--- config.mk ---
export PLATFORM = sky130hd
export DESIGN_NAME = safe_torque_off_monitor
export DESIGN_NICKNAME = d
export VERILOG_FILES = /design/src/logic/sto_pkg.sv /design/src/logic/safety_input_filter.sv /design/src/logic/safe_torque_off_monitor.sv
export VERILOG_INCLUDE_DIRS = /design/src /design/src/logic
export SDC_FILE = /design/constraint.sdc
export NUM_CORES = 1
export LEC_CHECK = 0
export CAP_MARGIN = 0
export CORE_ASPECT_RATIO = 0.9
export CORE_MARGIN = 2
export CORE_UTILIZATION = 45
export CTS_CLUSTER_DIAMETER = 40
export DETAILED_ROUTE_END_ITERATION = 7
export DONT_BUFFER_PORTS = 1
export GPL_TIMING_DRIVEN = 0
export PLACE_DENSITY = 0.6
export RECOVER_POWER = 100
export SLEW_MARGIN = 20
export SYNTH_ARGS = -nofsm -noshare
export SYNTH_HDL_FRONTEND = slang
export SYNTH_SLANG_ARGS = --single-unit
--- constraint.sdc ---
create_clock -name aclk -period 4.3 [get_ports aclk]
set_clock_uncertainty 0.05 [all_clocks]
set_input_delay 0 -clock aclk [delete_from_list [all_inputs] [get_ports aclk]]
set_output_delay 0 -clock aclk [all_outputs]
set_load 0.005 [all_outputs]
--- src/logic/sto_defines.svh ---
// Purpose: Offsets, field positions, reset values and timing counts of the torque cutoff block
// Assumes: 40 MHz control clock, AXI4-Lite register access with 32-bit data
// Notes:   Counts derive from times printed in their own units
`ifndef CUTOFF_DEFINES_SVH
`define CUTOFF_DEFINES_SVH

`define CLK_FREQ_KHZ        40000
`define OFF_FILTER_TIME_US  1000
`define OFF_FILTER_CYCLES   (`OFF_FILTER_TIME_US * `CLK_FREQ_KHZ / 1000)
`define MS_TICK_TIME_US     1000
`define MS_TICK_CYCLES      (`MS_TICK_TIME_US * `CLK_FREQ_KHZ / 1000)

`define OFS_CONTROL         8'h00
`define OFS_STATUS          8'h04
`define OFS_STOP_SELECT     8'h08
`define OFS_BRAKE_DELAY     8'h0C
`define OFS_RELEASE_SPEED   8'h10
`define OFS_DIRECTION       8'h14
`define OFS_CONTROL_MODE    8'h18
`define OFS_ACTIVE          8'h1C

`define CTRL_SERVO_ON       0
`define CTRL_ALARM_RESET    1
`define CTRL_CONFIG         2
`define SEL_ALARM_STOP      0
`define SEL_SERVO_OFF_STOP  1

`define RST_STOP_SEL        1'h0
`define RST_BRAKE_DELAY     16'h0032
`define RST_RELEASE_SPEED   16'h001E
`define RST_DIRECTION       1'h1
`define RST_CONTROL_MODE    3'h0
`define CONTROL_MODE_MAX    3'h6
`define FATAL_CODE          16'h0990

`define RESP_OKAY           2'h0
`define RESP_SLVERR         2'h2

`endif

--- src/logic/sto_pkg.sv ---
// Purpose: Types shared by the torque cutoff block
// Assumes: Nothing beyond the defines header
// Notes:   State codes are fixed so status reads are stable
package cutoff_pkg;

	typedef enum logic [1:0] {
		st_run    = 2'b00,
		st_cutoff = 2'b01,
		st_fatal  = 2'b10
	} cutoff_state_t;

endpackage

--- src/logic/safety_input_filter.sv ---
// Purpose: Synchronise one safety pin and suppress short off pulses
// Assumes: Pin is asynchronous to aclk; high means on
// Notes:   Off must last longer than OFF_CYCLES before it is reported
`timescale 1ns/1ps
`default_nettype none

module safety_input_filter #(
	parameter int unsigned OFF_CYCLES = 40000
) (
	input  wire logic aclk,
	input  wire logic aresetn,
	input  wire logic pin_in,
	output logic      level_on
);

	localparam int unsigned CW = $clog2(OFF_CYCLES + 1);

	logic          sync1;
	logic          sync2;
	logic          sync3;
	logic [CW-1:0] off_count;

	// Reset to on so a fresh boot does not raise a cutoff before the pins are seen
	always_ff @(posedge aclk) begin
		if (!aresetn) begin
			sync1 <= 1'b1;
			sync2 <= 1'b1;
			sync3 <= 1'b1;
		end else begin
			sync1 <= pin_in;
			sync2 <= sync1;
			sync3 <= sync2;
		end
	end

	always_ff @(posedge aclk) begin
		if (!aresetn) begin
			level_on  <= 1'b1;
			off_count <= '0;
		end else if (sync2 == sync3) begin
			if (sync3) begin
				level_on  <= 1'b1;
				off_count <= '0;
			end else if (off_count == OFF_CYCLES[CW-1:0]) begin
				level_on <= 1'b0;
			end else begin
				off_count <= off_count + 1'b1;
			end
		end
	end

endmodule // safety_input_filter

`default_nettype wire

--- src/logic/safe_torque_off_monitor.sv ---
// Purpose: Torque cutoff path of a servo drive with monitor, alarm and brake sequencing
// Assumes: 40 MHz aclk, AXI4-Lite register access, motor speed and command on aclk
// Notes:   Parameter store is kept across aresetn; aresetn stands for a power cycle
//
// The implementer's own choices: the placing of the registers and the AXI4-Lite slave port.
`timescale 1ns/1ps
`default_nettype none
`include "sto_defines.svh"

module safe_torque_off_monitor
	import cutoff_pkg::*;
#(
	parameter int unsigned OFF_FILTER_CYCLES = `OFF_FILTER_CYCLES,
	parameter int unsigned MS_TICK_CYCLES    = `MS_TICK_CYCLES
) (
	input  wire logic        aclk,
	input  wire logic        aresetn,
	input  wire logic        param_store_clear_n,
	input  wire logic [7:0]  awaddr,
	input  wire logic        awvalid,
	output logic             awready,
	input  wire logic [31:0] wdata,
	input  wire logic [3:0]  wstrb,
	input  wire logic        wvalid,
	output logic             wready,
	output logic [1:0]       bresp,
	output logic             bvalid,
	input  wire logic        bready,
	input  wire logic [7:0]  araddr,
	input  wire logic        arvalid,
	output logic             arready,
	output logic [31:0]      rdata,
	output logic [1:0]       rresp,
	output logic             rvalid,
	input  wire logic        rready,
	input  wire logic        safety_input_one,
	input  wire logic        safety_input_two,
	input  wire logic [15:0] motor_speed,
	input  wire logic        cmd_forward,
	output logic             cutoff_monitor_output,
	output logic             torque_enable,
	output logic             alarm_output,
	output logic             dynamic_brake_engaged,
	output logic             brake_hold_output,
	output logic             servo_ready,
	output logic             motor_turn_ccw,
	output logic [2:0]       control_mode
);

	function automatic logic is_mapped(input logic [7:0] addr);
		return addr[1:0] == 2'h0 && addr <= `OFS_ACTIVE;
	endfunction

	function automatic logic [15:0] merge16(input logic [15:0] old_v, input logic [31:0] new_v,
	                                        input logic [3:0] strb);
		return {strb[1] ? new_v[15:8] : old_v[15:8], strb[0] ? new_v[7:0] : old_v[7:0]};
	endfunction

	logic [1:0]  safety_on;
	cutoff_state_t state;
	logic [7:0]  aw_addr;
	logic        aw_held;
	logic [31:0] w_data;
	logic [3:0]  w_strb;
	logic        w_held;
	logic        next_aw_held;
	logic        next_w_held;
	logic        next_rvalid;
	logic        do_write;
	logic        wr_lo;
	logic        servo_on;
	logic        alarm_reset_pulse;
	logic        config_pulse;
	logic        alarm_stop_selection;
	logic        servo_off_stop_selection;
	logic [15:0] running_brake_delay;
	logic [15:0] brake_release_speed;
	logic        direction_switch_setting;
	logic [2:0]  control_mode_selection;
	logic        booted;
	logic [15:0] active_brake_delay;
	logic [15:0] active_release_speed;
	logic        active_direction;
	logic        idle;
	logic [$clog2(MS_TICK_CYCLES+1)-1:0] ms_count;
	logic [15:0] brake_ms;
	logic        brake_due;
	logic [31:0] read_value;

	// One filter per safety input; nothing reads the raw pins past here
	for (genvar i = 0; i < 2; i++) begin : g_safety
		safety_input_filter #(
			.OFF_CYCLES(OFF_FILTER_CYCLES)
		) u_filter (
			.aclk    (aclk),
			.aresetn (aresetn),
			.pin_in  (i == 0 ? safety_input_one : safety_input_two),
			.level_on(safety_on[i])
		);
	end

	// AXI4-Lite write side: address and data are taken in either order
	assign do_write     = aw_held && w_held && !bvalid;
	assign next_aw_held = (aw_held && !do_write) || (awvalid && awready);
	assign next_w_held  = (w_held && !do_write) || (wvalid && wready);
	assign wr_lo        = do_write && is_mapped(aw_addr);

	always_ff @(posedge aclk) begin
		if (!aresetn) begin
			aw_held <= 1'b0;
			awready <= 1'b0;
			aw_addr <= 8'h00;
		end else begin
			aw_held <= next_aw_held;
			awready <= !next_aw_held;
			if (awvalid && awready) begin
				aw_addr <= awaddr;
			end
		end
	end

	always_ff @(posedge aclk) begin
		if (!aresetn) begin
			w_held <= 1'b0;
			wready <= 1'b0;
			w_data <= 32'h0000_0000;
			w_strb <= 4'h0;
		end else begin
			w_held <= next_w_held;
			wready <= !next_w_held;
			if (wvalid && wready) begin
				w_data <= wdata;
				w_strb <= wstrb;
			end
		end
	end

	always_ff @(posedge aclk) begin
		if (!aresetn) begin
			bvalid <= 1'b0;
			bresp  <= `RESP_OKAY;
		end else if (do_write) begin
			bvalid <= 1'b1;
			bresp  <= is_mapped(aw_addr) ? `RESP_OKAY : `RESP_SLVERR;
		end else if (bready) begin
			bvalid <= 1'b0;
		end
	end

	// Control register: servo-on level plus self-clearing command pulses
	always_ff @(posedge aclk) begin
		if (!aresetn) begin
			servo_on          <= 1'b0;
			alarm_reset_pulse <= 1'b0;
			config_pulse      <= 1'b0;
		end else begin
			alarm_reset_pulse <= 1'b0;
			config_pulse      <= 1'b0;
			if (wr_lo && aw_addr == `OFS_CONTROL && w_strb[0]) begin
				servo_on          <= w_data[`CTRL_SERVO_ON];
				alarm_reset_pulse <= w_data[`CTRL_ALARM_RESET];
				config_pulse      <= w_data[`CTRL_CONFIG];
			end
		end
	end

	// Always-enabled class: used straight from the written value in every state
	always_ff @(posedge aclk) begin
		if (!aresetn) begin
			alarm_stop_selection     <= `RST_STOP_SEL;
			servo_off_stop_selection <= `RST_STOP_SEL;
		end else if (wr_lo && aw_addr == `OFS_STOP_SELECT && w_strb[0]) begin
			alarm_stop_selection     <= w_data[`SEL_ALARM_STOP];
			servo_off_stop_selection <= w_data[`SEL_SERVO_OFF_STOP];
		end
	end

	// Parameter store survives aresetn like non-volatile memory; only its own clear wipes it
	always_ff @(posedge aclk) begin
		if (!param_store_clear_n) begin
			running_brake_delay      <= `RST_BRAKE_DELAY;
			brake_release_speed      <= `RST_RELEASE_SPEED;
			direction_switch_setting <= `RST_DIRECTION;
			control_mode_selection   <= `RST_CONTROL_MODE;
		end else if (wr_lo) begin
			if (aw_addr == `OFS_BRAKE_DELAY) begin
				running_brake_delay <= merge16(running_brake_delay, w_data, w_strb);
			end
			if (aw_addr == `OFS_RELEASE_SPEED) begin
				brake_release_speed <= merge16(brake_release_speed, w_data, w_strb);
			end
			if (aw_addr == `OFS_DIRECTION && w_strb[0]) begin
				direction_switch_setting <= w_data[0];
			end
			// Out-of-range modes are dropped rather than stored
			if (aw_addr == `OFS_CONTROL_MODE && w_strb[0] && w_data[2:0] <= `CONTROL_MODE_MAX) begin
				control_mode_selection <= w_data[2:0];
			end
		end
	end

	// Active copies: booted marks the first cycle after a power reset
	assign idle = motor_speed == 16'h0000 && !servo_on;

	always_ff @(posedge aclk) begin
		if (!aresetn) begin
			booted               <= 1'b0;
			active_brake_delay   <= `RST_BRAKE_DELAY;
			active_release_speed <= `RST_RELEASE_SPEED;
			active_direction     <= `RST_DIRECTION;
			control_mode         <= `RST_CONTROL_MODE;
		end else begin
			booted <= 1'b1;
			if (!booted || idle) begin
				active_brake_delay   <= running_brake_delay;
				active_release_speed <= brake_release_speed;
			end
			if (!booted || config_pulse) begin
				active_direction <= direction_switch_setting;
			end
			if (!booted) begin
				control_mode <= control_mode_selection;
			end
		end
	end

	// Cutoff sequencing
	always_ff @(posedge aclk) begin
		if (!aresetn) begin
			state <= st_run;
		end else begin
			unique case (state)
				st_run: begin
					if (!safety_on[0] || !safety_on[1]) begin
						state <= st_cutoff;
					end
				end
				st_cutoff: begin
					if (alarm_reset_pulse) begin
						if (safety_on == 2'b11) begin
							state <= st_run;
						end else if (safety_on != 2'b00) begin
							state <= st_fatal;
						end
						// Both still off: alarm stays raised
					end
				end
				st_fatal: begin
					state <= st_fatal;
				end
				default: begin
					state <= st_cutoff;
				end
			endcase
		end
	end

	always_ff @(posedge aclk) begin
		if (!aresetn) begin
			cutoff_monitor_output <= 1'b0;
			torque_enable         <= 1'b0;
			alarm_output          <= 1'b0;
			servo_ready           <= 1'b0;
			dynamic_brake_engaged <= 1'b1;
			motor_turn_ccw        <= 1'b0;
		end else begin
			cutoff_monitor_output <= safety_on == 2'b00;
			torque_enable         <= state == st_run && servo_on && safety_on == 2'b11;
			alarm_output          <= state != st_run;
			servo_ready           <= state == st_run && safety_on == 2'b11;
			if (state != st_run) begin
				dynamic_brake_engaged <= !alarm_stop_selection;
			end else begin
				dynamic_brake_engaged <= !servo_on && !servo_off_stop_selection;
			end
			motor_turn_ccw <= active_direction ? cmd_forward : !cmd_forward;
		end
	end

	// Running brake delay counted in milliseconds from cutoff entry
	assign brake_due = brake_ms >= active_brake_delay || motor_speed <= active_release_speed;

	always_ff @(posedge aclk) begin
		if (!aresetn || state == st_run) begin
			ms_count <= '0;
			brake_ms <= 16'h0000;
		end else if (ms_count == MS_TICK_CYCLES[$bits(ms_count)-1:0] - 1'b1) begin
			ms_count <= '0;
			if (brake_ms != 16'hFFFF) begin
				brake_ms <= brake_ms + 1'b1;
			end
		end else begin
			ms_count <= ms_count + 1'b1;
		end
	end

	always_ff @(posedge aclk) begin
		if (!aresetn) begin
			brake_hold_output <= 1'b1;
		end else if (state == st_run) begin
			brake_hold_output <= !servo_on;
		end else if (brake_due) begin
			brake_hold_output <= 1'b1;
		end
	end

	// AXI4-Lite read side
	always_comb begin
		read_value = 32'h0000_0000;
		unique case (araddr)
			`OFS_CONTROL:       read_value[`CTRL_SERVO_ON] = servo_on;
			`OFS_STATUS:        read_value = {(state == st_fatal) ? `FATAL_CODE : 16'h0000, 8'h00,
			                                  safety_on, servo_ready, dynamic_brake_engaged,
			                                  brake_hold_output, cutoff_monitor_output,
			                                  alarm_output, state != st_run};
			`OFS_STOP_SELECT:   read_value[1:0] = {servo_off_stop_selection, alarm_stop_selection};
			`OFS_BRAKE_DELAY:   read_value[15:0] = running_brake_delay;
			`OFS_RELEASE_SPEED: read_value[15:0] = brake_release_speed;
			`OFS_DIRECTION:     read_value[0] = direction_switch_setting;
			`OFS_CONTROL_MODE:  read_value[2:0] = control_mode_selection;
			`OFS_ACTIVE:        read_value[3:0] = {control_mode, active_direction};
			default:            read_value = 32'h0000_0000;
		endcase
	end

	assign next_rvalid = (rvalid && !rready) || (arvalid && arready);

	always_ff @(posedge aclk) begin
		if (!aresetn) begin
			rvalid  <= 1'b0;
			arready <= 1'b0;
			rdata   <= 32'h0000_0000;
			rresp   <= `RESP_OKAY;
		end else begin
			rvalid  <= next_rvalid;
			arready <= !next_rvalid;
			if (arvalid && arready) begin
				rdata <= is_mapped(araddr) ? read_value : 32'h0000_0000;
				rresp <= is_mapped(araddr) ? `RESP_OKAY : `RESP_SLVERR;
			end
		end
	end

endmodule // safe_torque_off_monitor

`default_nettype wire

Word level (Yosys, flattened, before mapping)
Index checks and enable logic that the tools add are counted.

Add/sub/neg operators: 4. Order comparisons: 5. Equal/unequal tests: 26. Multiplexer cells: 30. Reductions and logical operators: 72.

Operators by type and width (count): $add 16x1->16 const B (4); $mux 16 (4); $eq 8x5->1 const B (7); $eq 16x16->1 const B (3); $pmux 12 s3 (1); $eq 8x4->1 const B (4); $mux 32 (1); $mux 12 (2); $logic_and 1x1->1 (23); $ge 16x16->1 (1); $le 16x16->1 (1); $le 8x5->1 const B (2); $logic_not 16->1 (1); $logic_not 8->1 (2); $ne 16x16->1 const B (1); $reduce_and 2->1 (8); $reduce_and 3->1 (5); $logic_not 1->1 (14); $mux 2 (6); $reduce_bool 2->1 (6); $mux 1 (11); $eq 8x3->1 const B (1); $logic_not 2->1 (4); $logic_or 1x1->1 (8); 13 further kinds (17).

Bits in registers: 228. Input bits: 79.

Logic depth before layout (Yosys ltp)
Gate-level depths: netlist of the first run.

Depth after elaboration: 6. Depth in mapped cells: 8. Mapped depth without buffers: 7.

Modules after synthesis
From an unflattened synthesis of the first run, not the netlist that was laid out.

Cell total of the unflattened synthesis: 1144. Area total of the unflattened synthesis: 10122.2 um^2.

Modules (own cells, without submodules): safe_torque_off_monitor (instances 1, cells an instance 878, area each 7885.1 um^2); safety_input_filter (instances 2, cells an instance 133, area each 1118.6 um^2).

Worst setup path after synthesis of the first run
No wires, ideal clock.

Path kind: reg2reg. Start: register ms_count[6]. End: register brake_ms[11]. Arrival: 2281 ps. Path slack: 1898 ps. Stages on the path, launching flop included: 8. Buffers on the path: 2. Path through: dfxtp_1 buf_6 or4_4 or3_4 a211o_1 buf_6 or4_1 a21oi_1.

Word-level cells in the longest chain between the ends: 2.

Ends and longest elaborated chain: start: declaration (RTL line safe_torque_off_monitor.sv:85) `logic [$clog2(MS_TICK_CYCLES+1)-1:0] ms_count;`; start signal: assignment (RTL line safe_torque_off_monitor.sv:293) `ms_count <= ms_count + 1'b1;`; $eq 16x16->1 (RTL line safe_torque_off_monitor.sv:287) `end else if (ms_count == MS_TICK_CYCLES[$bits(ms_count)-1:0] - 1'b1) begin`; $reduce_and 2->1 (no line); end signal: assignment (RTL line safe_torque_off_monitor.sv:290) `brake_ms <= brake_ms + 1'b1;`; end: declaration (RTL line safe_torque_off_monitor.sv:86) `logic [15:0] brake_ms;`.

No other way between the ends. A chain may end at the register's enable or synchronous reset.

Worst setup path after layout of the first run
Start: input port araddr[6]. End: register rdata[12].

Word-level cells in the longest chain between the ends: 3. Elaborated cells on any way between the ends: 7. Classes of those cells: order compare (1); eq/ne (3); mux (2); reduce/logical (1).

Ends and longest elaborated chain: start: declaration (RTL line safe_torque_off_monitor.sv:29) `input wire logic [7:0] araddr,`; $le 8x5->1 (no line), or another cell as far along; $logic_and 1x1->1 (no line) or $pmux 12 s3 (tied branches); $mux 32 * (RTL line safe_torque_off_monitor.sv:338) `rdata <= is_mapped(araddr) ? read_value : 32'h0000_0000;`; end signal: assignment (RTL line safe_torque_off_monitor.sv:338); end: declaration (RTL line safe_torque_off_monitor.sv:32) `output logic [31:0] rdata,`.

Every way passes the cells marked *; elsewhere a longest branch is shown, timed or not.

==> metrics.md, run 1 <==
| Metric | Value |
|---|---|
| Status | `complete, but fails checks` |
| Failing checks | `capacitance limit, slew limit` |
| Final period utilization | `73.26%` |
| Synth area leader | `dfxtp_1` |
| Main combinational cell family by area after synthesis | `simple AND/OR/NAND/NOR gates` |
| GPL Wtd Cong | `0.8586` |
| CTS buffer count | `31` |
| RSZ-0062 raised after global routing | `no` |
| TritonRoute pass-1 iters | `5` |
| Max-slew violations | `18` |
| Post-synth ARST share | `0%` |
| Clock-pin slew on the worst setup and hold paths | `0.06 ns` |
| Synth warnings | `0` |
| Die height | `143.9 microns` |
| Xor/xnor share of the synthesized area | `2.594%` |
| WP data required | `4.72 ns` |
| Antenna violations before repair | `0` |
| Rows | `51` |
| CP startpoint kind | `primary input` |
| Vias | `8080` |
| Starting Density | `45.53%` |
| Initial DRC Count | `490` |
| Sum Neg Setup Slack | `0 ns` |
| Dpl hpwl | `18210 microns` |
| Leak Pwr | `4.233 nW` |
| Pwr/cell area | `399.2 nW/um^2` |
| Port bufs | `0` |
| Mean Syn Cell Area | `8.909 sq um` |
| Mapped Cells | `1099` |
| Post-synthesis cell type count | `62` |
| Clock Tree Root | `clkbuf_16` |
| Endpoints failing setup | `0` |
| Mapped cell area | `9791 sq um` |
| Worst Hold Class | `in -> reg` |
| Die Footprint | `22950 sq um` |
| Relative slew margins | `-14.58%` |
| MaxCap Viol Count | `2` |
| Ys flop type | `dfxtp_1` |
| Largest net degree at the start of global routing | `16` |
| First-pass GRT wire length | `40970 microns` |
| Final hold slack | `0.07013 ns` |
| Antenna cell count | `0` |
| Num Clock Sinks | `211` |
| Simple-gate share of the synthesized area | `23.64%` |
| Worst slew pin tran | `1.706 ns` |
| Wirelength per Cell | `16.68 microns` |
| Placed Cells | `1403` |
| Remaining DRCs | `0` |
| WS Path Type | `in -> reg` |
| Final hold violation count | `0` |
| CTS H-tree depth | `1` |
| Fraction of layout cells with a size suffix above 1 | `6.392%` |
| Top-count cell post-synth | `dfxtp_1` |
| Clock Latency Late Sink | `0.55 ns` |
| Worst VDD drop | `0.3697 mV` |
| CTS tree | `done` |
| Area Overhead vs Synth | `21.55%` |
| GRT overflow | `0` |
| EDFF count, synth | `0` |
| Top cells by area, synth | `dfxtp_1 43%, mux2i_1 7.0%, ha_1 5.2%, nand2_1 4.9%, nor2b_1 4.0%` |
| Place WS | `1.582 ns` |
| Worst-case clock buffer depth | `3` |
| Antenna-violating nets left | `0` |
| Most frequent cells after synthesis | `211 x dfxtp_1, 129 x nand2_1, 68 x mux2i_1` |
| Vias in the first global route | `7686` |
| Non-filler cells, final | `1527` |
| Total Wirelength | `25480 microns` |
| Tmin final | `3.150 ns` |
| Setup repair bufs after CTS | `0` |
| Die Wd | `159.5 microns` |
| Max frequency | `0.3174 GHz` |
| Worst-path maximum fanout | `10` |
| #FFs+latches synth | `211` |
| Complex-gate fraction of the synthesized area | `13.06%` |
| Total GRT Usage | `22.22%` |
| Synth Area in Adders | `5.240%` |
| Setup crit end kind | `flip-flop` |
| WP data arrival | `3.57 ns` |
| Nets@finish | `1332` |
| Final worst slack | `1.150 ns` |
| Post-synthesis sequential area ratio | `43.14%` |
| Multiplexer area fraction after synthesis | `7.297%` |
| Core Region | `21500 sq um` |
| Yosys top cell area share | `43.14%` |
| DR vias/cell | `5.291` |
| I/O pin total | `130` |
## kinds of logic (layout without fill, tap and decap cells)
| family | count (synthesis) | after routing |
|---|---|---|
| compound gates | 196 | 196 |
| xor+xnor | 29 | 29 |
| fa+ha+maj | 41 | 41 |
| buf+inv | 109 | 233 |
| flops | 211 | 211 |
| mux | 70 | 70 |
| other cells | 1 | 14 |
| simple gates | 442 | 442 |
## worst max-delay path: stages
cell	delay, ns
dlygate4sd3_1	0.54
or4_1	0.50
dlygate4sd3_1	0.63
or2_2	0.33
nor3_1	0.73
clkbuf_1	0.45
a22oi_1	0.20
o21ai_0	0.19
## per-stage QoR
stage	instance area (sq um)	total power, mW	util, %
floorplan	9839	2.169	-
global placement	10200	2.215	47.45
detailed placement	10210	2.217	47.48
CTS	11940	4.801	55.52
global route	11900	4.917	55.34
finish	11900	4.751	55.34
## layout make-up
class / count / area (sq um)
clock inverter: 22 / 229.0
timing repair buffer: 67 / 670.6
sequential: 211 / 4224
clock buffer: 35 / 830.8
buffer: 65 / 307.8
fill: 1981 / 9604
tap: 291 / 364.1
inverter: 44 / 165.2
multi-input combinational: 792 / 5109
## sequential cells by signal, indices dropped and copies added (netlist names), 2 cells and up
register	flops
active_brake_delay	16
active_release_speed	16
aw_addr	8
brake_ms	16
brake_release_speed	16
control_mode	3
control_mode_selection	3
g_safety.u_filter.level_on	2
g_safety.u_filter.off_count	32
g_safety.u_filter.sync1	2
g_safety.u_filter.sync2	2
g_safety.u_filter.sync3	2
ms_count	16
rdata	17
running_brake_delay	16
state	2
w_data	16
w_strb	2
## path summary, 6_finish.rpt
path,from,to,slack (ns),cells past startpoint
setup reg to reg,active_release_speed[14]$_SDFFE_PN0P_,brake_hold_output$_SDFFE_PN1P_,1.31,9
hold reg to reg,g_safety[1].u_filter.sync1$_SDFF_PN1_,g_safety[1].u_filter.sync2$_SDFF_PN1_,0.38,1
hold / removal,safety_input_two,g_safety[1].u_filter.sync1$_SDFF_PN1_,0.07,2
setup / recovery,araddr[6],rdata[12]$_SDFFE_PN0P_,1.15,8
## power by group
part	total [mW]	internal (mW)	switching, mW
Combinational	0.223	0.106	0.117
Sequential	2.00	1.98	0.0209
Clock	2.53	1.58	0.947
## layer usage
layer  part of all wire (%)  up-vias  GRT usage [%]
li1                       -     4096              -
met1                     48     3739          30.53
met2                     43      211          35.36
met3                    7.0       34          5.253
met4                    2.0        0          5.502
met5                      0        -              0
## placed cells by master, fill, tap and decap left out, types with 5 or more instances in the layout
cell type	instances
and3_1	16
o21a_1	5
dfxtp_1	211
clkinv_2	6
a221oi_1	6
xor2_1	16
o21ai_0	43
inv_1	44
o211ai_1	14
nor2_1	53
a21boi_0	38
xnor2_1	13
mux2i_1	68
nand3_1	49
nor4_1	8
clkbuf_16	31
conb_1	14
a22oi_1	8
or4_1	20
nor3_1	18
and4_1	5
or3_1	11
nand4_1	23
nand2b_1	13
a21oi_1	45
and2_1	14
ha_1	41
buf_4	14
inv_6	5
nand2_1	129
nor2b_1	62
o31ai_1	12
dlygate4sd3_1	67
clkbuf_1	45
## what timing repair did
item / 4_1_cts / 5_1_grt
endpoints found under the hold margin: 85 / 0
resized for setup: 0 / 0
hold buffers: 67 / 0
(Power assumes the default switching activity.)
==> run 2: changes to the inputs <==
==> constraint.sdc (replaced) <==
create_clock -name aclk -period 3 [get_ports aclk]
set_clock_uncertainty 0.05 [all_clocks]
set_input_delay 0 -clock aclk [delete_from_list [all_inputs] [get_ports aclk]]
set_output_delay 0 -clock aclk [all_outputs]
set_load 0.005 [all_outputs]
==> metrics.md, run 2 (same netlist as run 1, synthesis figures left out) <==
| Metric | Value |
|---|---|
| Status | `complete, but fails checks` |
| Failing checks | `hold timing` |
| Wirelength per Cell | `16.62 microns (-0.40%)` |
| Setup repair bufs after CTS | `0 (unchanged)` |
| CP startpoint kind | `flip-flop` |
| I/O pin total | `130 (unchanged)` |
| CTS buffer count | `31 (unchanged)` |
| Final period utilization | `97.26%` |
| Rows | `51 (unchanged)` |
| Min-delay src | `motor_speed[14]` |
| Port bufs | `0 (unchanged)` |
| CTS H-tree depth | `1 (unchanged)` |
| Vias in the first global route | `7665 (-0.27%)` |
| Final hold violation count | `1 (+1)` |
| Die Footprint | `22950 sq um (unchanged)` |
| Worst VDD drop | `0.5309 mV (+44%)` |
| Setup crit end kind | `flip-flop` |
| Sequential cell area | `4224 sq um (unchanged)` |
| Dpl hpwl | `18210 microns (unchanged)` |
| Cell count of the worst reg-to-reg path | `9 (unchanged)` |
| Leak Pwr | `4.241 nW (+0.19%)` |
| Starting Density | `45.53% (unchanged)` |
| GPL Wtd Cong | `0.8586 (unchanged)` |
| Worst-case clock buffer depth | `3 (unchanged)` |
| WP data required | `3.44 ns (-1.28 ns)` |
| DR vias/cell | `5.303 (+0.21%)` |
| RSZ-0062 raised after global routing | `no` |
| Sum Neg Setup Slack | `0 ns (unchanged)` |
| Worst Hold Class | `in -> reg` |
| Commonest non-fill, non-tap cell in the layout | `dfxtp_1` |
| Worst slew pin tran | `1.246 ns (-0.4598 ns)` |
| FF-to-FF setup slack | `0.08 ns (-1.23 ns)` |
| Initial DRC Count | `521 (+6.3%)` |
| Hold Path Depth | `4 (+2)` |
| CTS tree | `done` |
| Clock Tree Root | `clkbuf_16` |
| RR Endpoint | `brake_hold_output$_SDFFE_PN1P_` |
| First-pass GRT wire length | `40880 microns (-0.22%)` |
| Max frequency | `0.3427 GHz` |
| Worst R2R Start | `active_release_speed[13]$_SDFFE_PN0P_` |
| Final hold slack | `-0.01132 ns (-0.08145 ns)` |
| Most frequent cells in the layout | `211 x dfxtp_1, 129 x nand2_1, 68 x mux2i_1` |
| Relative slew margins | `16.18% (+31 points)` |
| Die height | `143.9 microns (unchanged)` |
| Biggest register | `g_safety.u_filter.off_count` |
| TritonRoute pass-1 iters | `5 (unchanged)` |
| Worst-path maximum fanout | `2 (-8)` |
| Clock Latency Late Sink | `0.55 ns (about the same)` |
| WP data arrival | `3.36 ns (-0.21 ns)` |
| GRT overflow | `0 (unchanged)` |
| Total Wirelength | `25370 microns (-0.40%)` |
| Multi-input logic area | `5137 sq um (+0.56%)` |
| Top flop regs | `g_safety.u_filter.off_count (32), rdata (17)` |
| Tmin final | `2.918 ns` |
| Die Wd | `159.5 microns (unchanged)` |
| Layout Utilization | `55.51% (+0.17 points)` |
| Endpoints failing setup | `0 (unchanged)` |
| Fillers | `1973 (-0.40%)` |
| Pwr/cell area | `570.4 nW/um^2 (+43%)` |
| Hold Path End | `active_release_speed[4]$_SDFFE_PN1P_` |
| Clock-pin slew on the worst setup and hold paths | `0.06 ns (about the same)` |
| Vias | `8097 (+0.21%)` |
| Antenna-violating nets left | `0 (unchanged)` |
| Antenna cell count | `0 (unchanged)` |
| Largest net degree at the start of global routing | `16 (unchanged)` |
| Remaining DRCs | `0 (unchanged)` |
| Core Region | `21500 sq um (unchanged)` |
| Total GRT Usage | `22.18% (-0.044 points)` |
| Largest register FFs | `32 (unchanged)` |
| Max-slew violations | `0 (-18)` |
| Nets@finish | `1332 (unchanged)` |
| WS Path Type | `reg -> reg` |
| Area Overhead vs Synth | `21.93%` |
| Antenna violations before repair | `0 (unchanged)` |
| MaxCap Viol Count | `0 (-2)` |
| Fraction of layout cells with a size suffix above 1 | `6.958% (+0.57 points)` |
| Num Clock Sinks | `211 (unchanged)` |
[run 2: repair_timing]
item / in CTS / in global routing
gates resized for setup: 0 / 5
hold buffers: 67 / 0
endpoints found under the setup margin: 0 / 8
endpoints found under the hold margin: 85 / 0
[run 2: worst max-delay path by stage]
stage                                                startpoint                                   end  depth (start not counted)
after floorplan                          ms_count[6]$_SDFF_PP0_             brake_ms[11]$_SDFFE_PP0P_                          7
after global placement                    servo_on$_SDFFE_PN0P_  active_release_speed[4]$_SDFFE_PN1P_                          6
after detailed placement                  servo_on$_SDFFE_PN0P_    active_brake_delay[4]$_SDFFE_PN1P_                          6
after CTS                 active_release_speed[14]$_SDFFE_PN0P_        brake_hold_output$_SDFFE_PN1P_                          9
after global routing      active_release_speed[13]$_SDFFE_PN0P_        brake_hold_output$_SDFFE_PN1P_                          9
final                     active_release_speed[13]$_SDFFE_PN0P_        brake_hold_output$_SDFFE_PN1P_                          9
[run 2: per-stage QoR]
stage	power [mW]	std cells	area, sq um	worst slack (ns)	hold slack [ns]
6_report	6.809	1527	11940	0.08227	-0.01132
5_1_grt	7.049	1527	11940	0.002462	0.03657
4_1_cts	6.882	1527	11940	0.06484	0.03129
3_5_place_dp	3.178	1403	10210	0.2822	-0.02117
3_3_place_gp	3.174	1403	10200	0.2858	-0.02113
2_1_floorplan	3.109	1112	9839	0.5981	-0.02228
[run 2: cell type report]
type | count | share of cell area (%)
multi-input cells | 792 | 43.04
flip-flops and latches | 211 | 35.38
clock buffers | 35 | 6.959
repair buffers | 67 | 5.618
well taps | 291 | 3.050
plain buffers | 65 | 2.652
clock inverters | 22 | 1.918
inverters | 44 | 1.383
[run 2: where the power goes]
part	leakage [nW]	total (mW)	switching [mW]	internal [mW]
clock	0.516	3.62	1.36	2.26
sequential	1.71	2.87	0.0300	2.84
combinational	2.02	0.320	0.167	0.153
total	4.24	6.81	1.55	5.26
[run 2: routing by layer]
| metal | vias up | global-route usage [%] | routed length [microns] |
|---|---|---|---|
| met5 | - | 0 | 0 |
| met4 | 0 | 5.502 | 518 |
| met3 | 35 | 5.253 | 1764 |
| met2 | 226 | 35.25 | 10890 |
| met1 | 3751 | 30.50 | 12200 |
| li1 | 4085 | - | - |
[run 2: worst max-delay path: stages, from the launching register on]
cell and delay, ns:
dfxtp_1 0.33, inv_1 0.06, ha_1 0.28, nand3_1 0.09
nand2_1 0.06, a221o_1 0.30, dlygate4sd3_1 0.55, or4_1 0.47
dlygate4sd3_1 0.58, nand3_1 0.09
==> run 3: changes to the inputs <==
--- a/config.mk
+++ b/config.mk
@@ -15,7 +15,6 @@
 export DONT_BUFFER_PORTS = 1
 export GPL_TIMING_DRIVEN = 0
 export PLACE_DENSITY = 0.6
-export RECOVER_POWER = 100
 export SLEW_MARGIN = 20
 export SYNTH_ARGS = -nofsm -noshare
 export SYNTH_HDL_FRONTEND = slang
==> metrics.md, run 3 (same netlist as run 1, synthesis figures left out) <==
| Metric | Value |
|---|---|
| Total Wirelength | `25460 microns (+0.35%)` |
| Fraction of layout cells with a size suffix above 1 | `7.282% (+0.32 points)` |
| Worst-case clock buffer depth | `3 (unchanged)` |
| Worst-path maximum fanout | `2 (unchanged)` |
| Sum Neg Setup Slack | `0 ns (unchanged)` |
| CTS H-tree depth | `1 (unchanged)` |
| Die Footprint | `22950 sq um (unchanged)` |
| Most frequent cells in the layout | `211 x dfxtp_1, 129 x nand2_1, 68 x mux2i_1` |
| Clock Latency Late Sink | `0.55 ns (about the same)` |
| Starting Density | `45.53% (unchanged)` |
| Remaining DRCs | `0 (unchanged)` |
| Setup repair bufs after CTS | `0 (unchanged)` |
| Status | `complete, but fails checks` |
| Tmin final | `2.918 ns (+0.0002656 ns)` |
| Relative slew margins | `34.42% (+18 points)` |
| Setup crit end kind | `flip-flop` |
| Cell count of the worst reg-to-reg path | `9 (unchanged)` |
| Max frequency | `0.3427 GHz (about the same)` |
| Commonest non-fill, non-tap cell in the layout | `dfxtp_1` |
| Num Clock Sinks | `211 (unchanged)` |
| First-pass GRT wire length | `40880 microns (unchanged)` |
| CTS buffer count | `31 (unchanged)` |
| Clock-pin slew on the worst setup and hold paths | `0.06 ns (about the same)` |
| Min-delay src | `motor_speed[14]` |
| Vias | `8076 (-0.26%)` |
| WP data required | `3.44 ns (about the same)` |
| MaxCap Viol Count | `0 (unchanged)` |
| Antenna cell count | `0 (unchanged)` |
| Antenna violations before repair | `0 (unchanged)` |
| Final hold violation count | `1 (unchanged)` |
| Dpl hpwl | `18210 microns (unchanged)` |
| Final hold slack | `-0.006711 ns (+0.004613 ns)` |
| WP data arrival | `3.35 ns (about the same)` |
| Failing checks | `hold timing` |
| Vias in the first global route | `7665 (unchanged)` |
| Biggest register | `g_safety.u_filter.off_count` |
| Worst Hold Class | `in -> reg` |
| Worst slew pin tran | `0.9784 ns (-0.2674 ns)` |
| Worst R2R Start | `active_release_speed[13]$_SDFFE_PN0P_` |
| Final period utilization | `97.27% (about the same)` |
| Nets@finish | `1332 (unchanged)` |
| Largest net degree at the start of global routing | `16 (unchanged)` |
| Port bufs | `0 (unchanged)` |
| DR vias/cell | `5.289 (-0.26%)` |
| Clock Tree Root | `clkbuf_16` |
| CP startpoint kind | `flip-flop` |
| Total GRT Usage | `22.18% (unchanged)` |
| Die height | `143.9 microns (unchanged)` |
| CTS tree | `done` |
| I/O pin total | `130 (unchanged)` |
| TritonRoute pass-1 iters | `5 (unchanged)` |
| Pwr/cell area | `569.6 nW/um^2 (-0.13%)` |
| Core Region | `21500 sq um (unchanged)` |
| Largest register FFs | `32 (unchanged)` |
| Rows | `51 (unchanged)` |
| Endpoints failing setup | `0 (unchanged)` |
| Hold Path End | `active_release_speed[4]$_SDFFE_PN1P_` |
| Leak Pwr | `4.251 nW (+0.24%)` |
| Max-slew violations | `0 (unchanged)` |
| Tot Pwr | `6.813 mW (about the same)` |
| Hold Path Depth | `4 (unchanged)` |
| RR Endpoint | `brake_hold_output$_SDFFE_PN1P_` |
| Initial DRC Count | `515 (-1.2%)` |
| Wirelength per Cell | `16.67 microns (+0.35%)` |
| GRT overflow | `0 (unchanged)` |
| Worst VDD drop | `0.5302 mV (-0.14%)` |
| Area Overhead vs Synth | `22.16%` |
| Antenna-violating nets left | `0 (unchanged)` |
| GPL Wtd Cong | `0.8586 (unchanged)` |
| Die Wd | `159.5 microns (unchanged)` |
| Top flop regs | `g_safety.u_filter.off_count (32), rdata (17)` |
| FF-to-FF setup slack | `0.08 ns (about the same)` |
| RSZ-0062 raised after global routing | `no` |
| WS Path Type | `reg -> reg` |
==> run 3: changes by cell type in the layout (fill, tap and decap cells not counted), sizes merged <==
cell / delta
clkbuf: -5
buf: +5
==> run 3: timing repair <==
item                                    CTS  global route
hold endpoints to repair                 85             0
hold buffers                             67             0
resized for setup                         0             5
endpoints found under the setup margin    0             8
==> run 3: worst max path at each step <==
stage                                                startpoint                              endpoint  slack [ns]  cells after the start
final                     active_release_speed[13]$_SDFFE_PN0P_        brake_hold_output$_SDFFE_PN1P_        0.08                      9
after global routing      active_release_speed[13]$_SDFFE_PN0P_        brake_hold_output$_SDFFE_PN1P_       0.002                      9
after CTS                 active_release_speed[14]$_SDFFE_PN0P_        brake_hold_output$_SDFFE_PN1P_        0.06                      9
after detailed placement                  servo_on$_SDFFE_PN0P_    active_brake_delay[4]$_SDFFE_PN1P_        0.28                      6
after global placement                    servo_on$_SDFFE_PN0P_  active_release_speed[4]$_SDFFE_PN1P_        0.29                      6
after floorplan                          ms_count[6]$_SDFF_PP0_             brake_ms[11]$_SDFFE_PP0P_        0.60                      7
==> run 3: final cells by class <==
cell class                      instances  area (sq um)
Fill cell                            1967          9544
Multi-Input combinational cell        792          5152
Sequential cell                       211          4224
Clock buffer                           35         830.8
Timing Repair Buffer                   67         670.6
Tap cell                              291         364.1
Buffer                                 65         324.1
Clock inverter                         22         229.0
Inverter                               44         165.2
==> run 3: worst max-delay path, cell delays in order (launching register included) <==
cell and delay (ns):
dfxtp_1 0.33, inv_1 0.05, ha_1 0.28, nand3_1 0.09, nand2_1 0.06, a221o_1 0.30, dlygate4sd3_1 0.55, or4_1 0.47
dlygate4sd3_1 0.58, nand3_1 0.09
==> run 3: through the flow <==
step / cells / area (sq um) / util (%) / setup WS, ns / hold WS (ns)
2_1_floorplan: 1112 / 9839 / - / 0.5981 / -0.02228
3_5_place_dp: 1403 / 10210 / 47.48 / 0.2822 / -0.02117
6_report: 1527 / 11960 / 55.62 / 0.08200 / -0.006711
3_3_place_gp: 1403 / 10200 / 47.45 / 0.2858 / -0.02113
5_1_grt: 1527 / 11960 / 55.62 / 0.002201 / 0.03657
4_1_cts: 1527 / 11940 / 55.52 / 0.06484 / 0.03129
==> run 3: per-layer routing <==
metal	GRT usage [%]	wire length (microns)	up-vias
li1	-	-	4082
met3	5.253	1694	32
met4	5.502	496	0
met1	30.50	12310	3747
met5	0	0	-
met2	35.25	10960	215
==> run 3: where the power goes <==
part | internal (mW) | leakage [nW] | total (mW) | switching (mW)
combinational | 0.154 | 2.03 | 0.321 | 0.168
sequential | 2.84 | 1.71 | 2.87 | 0.0300
clock | 2.26 | 0.516 | 3.62 | 1.36
total | 5.26 | 4.25 | 6.81 | 1.56
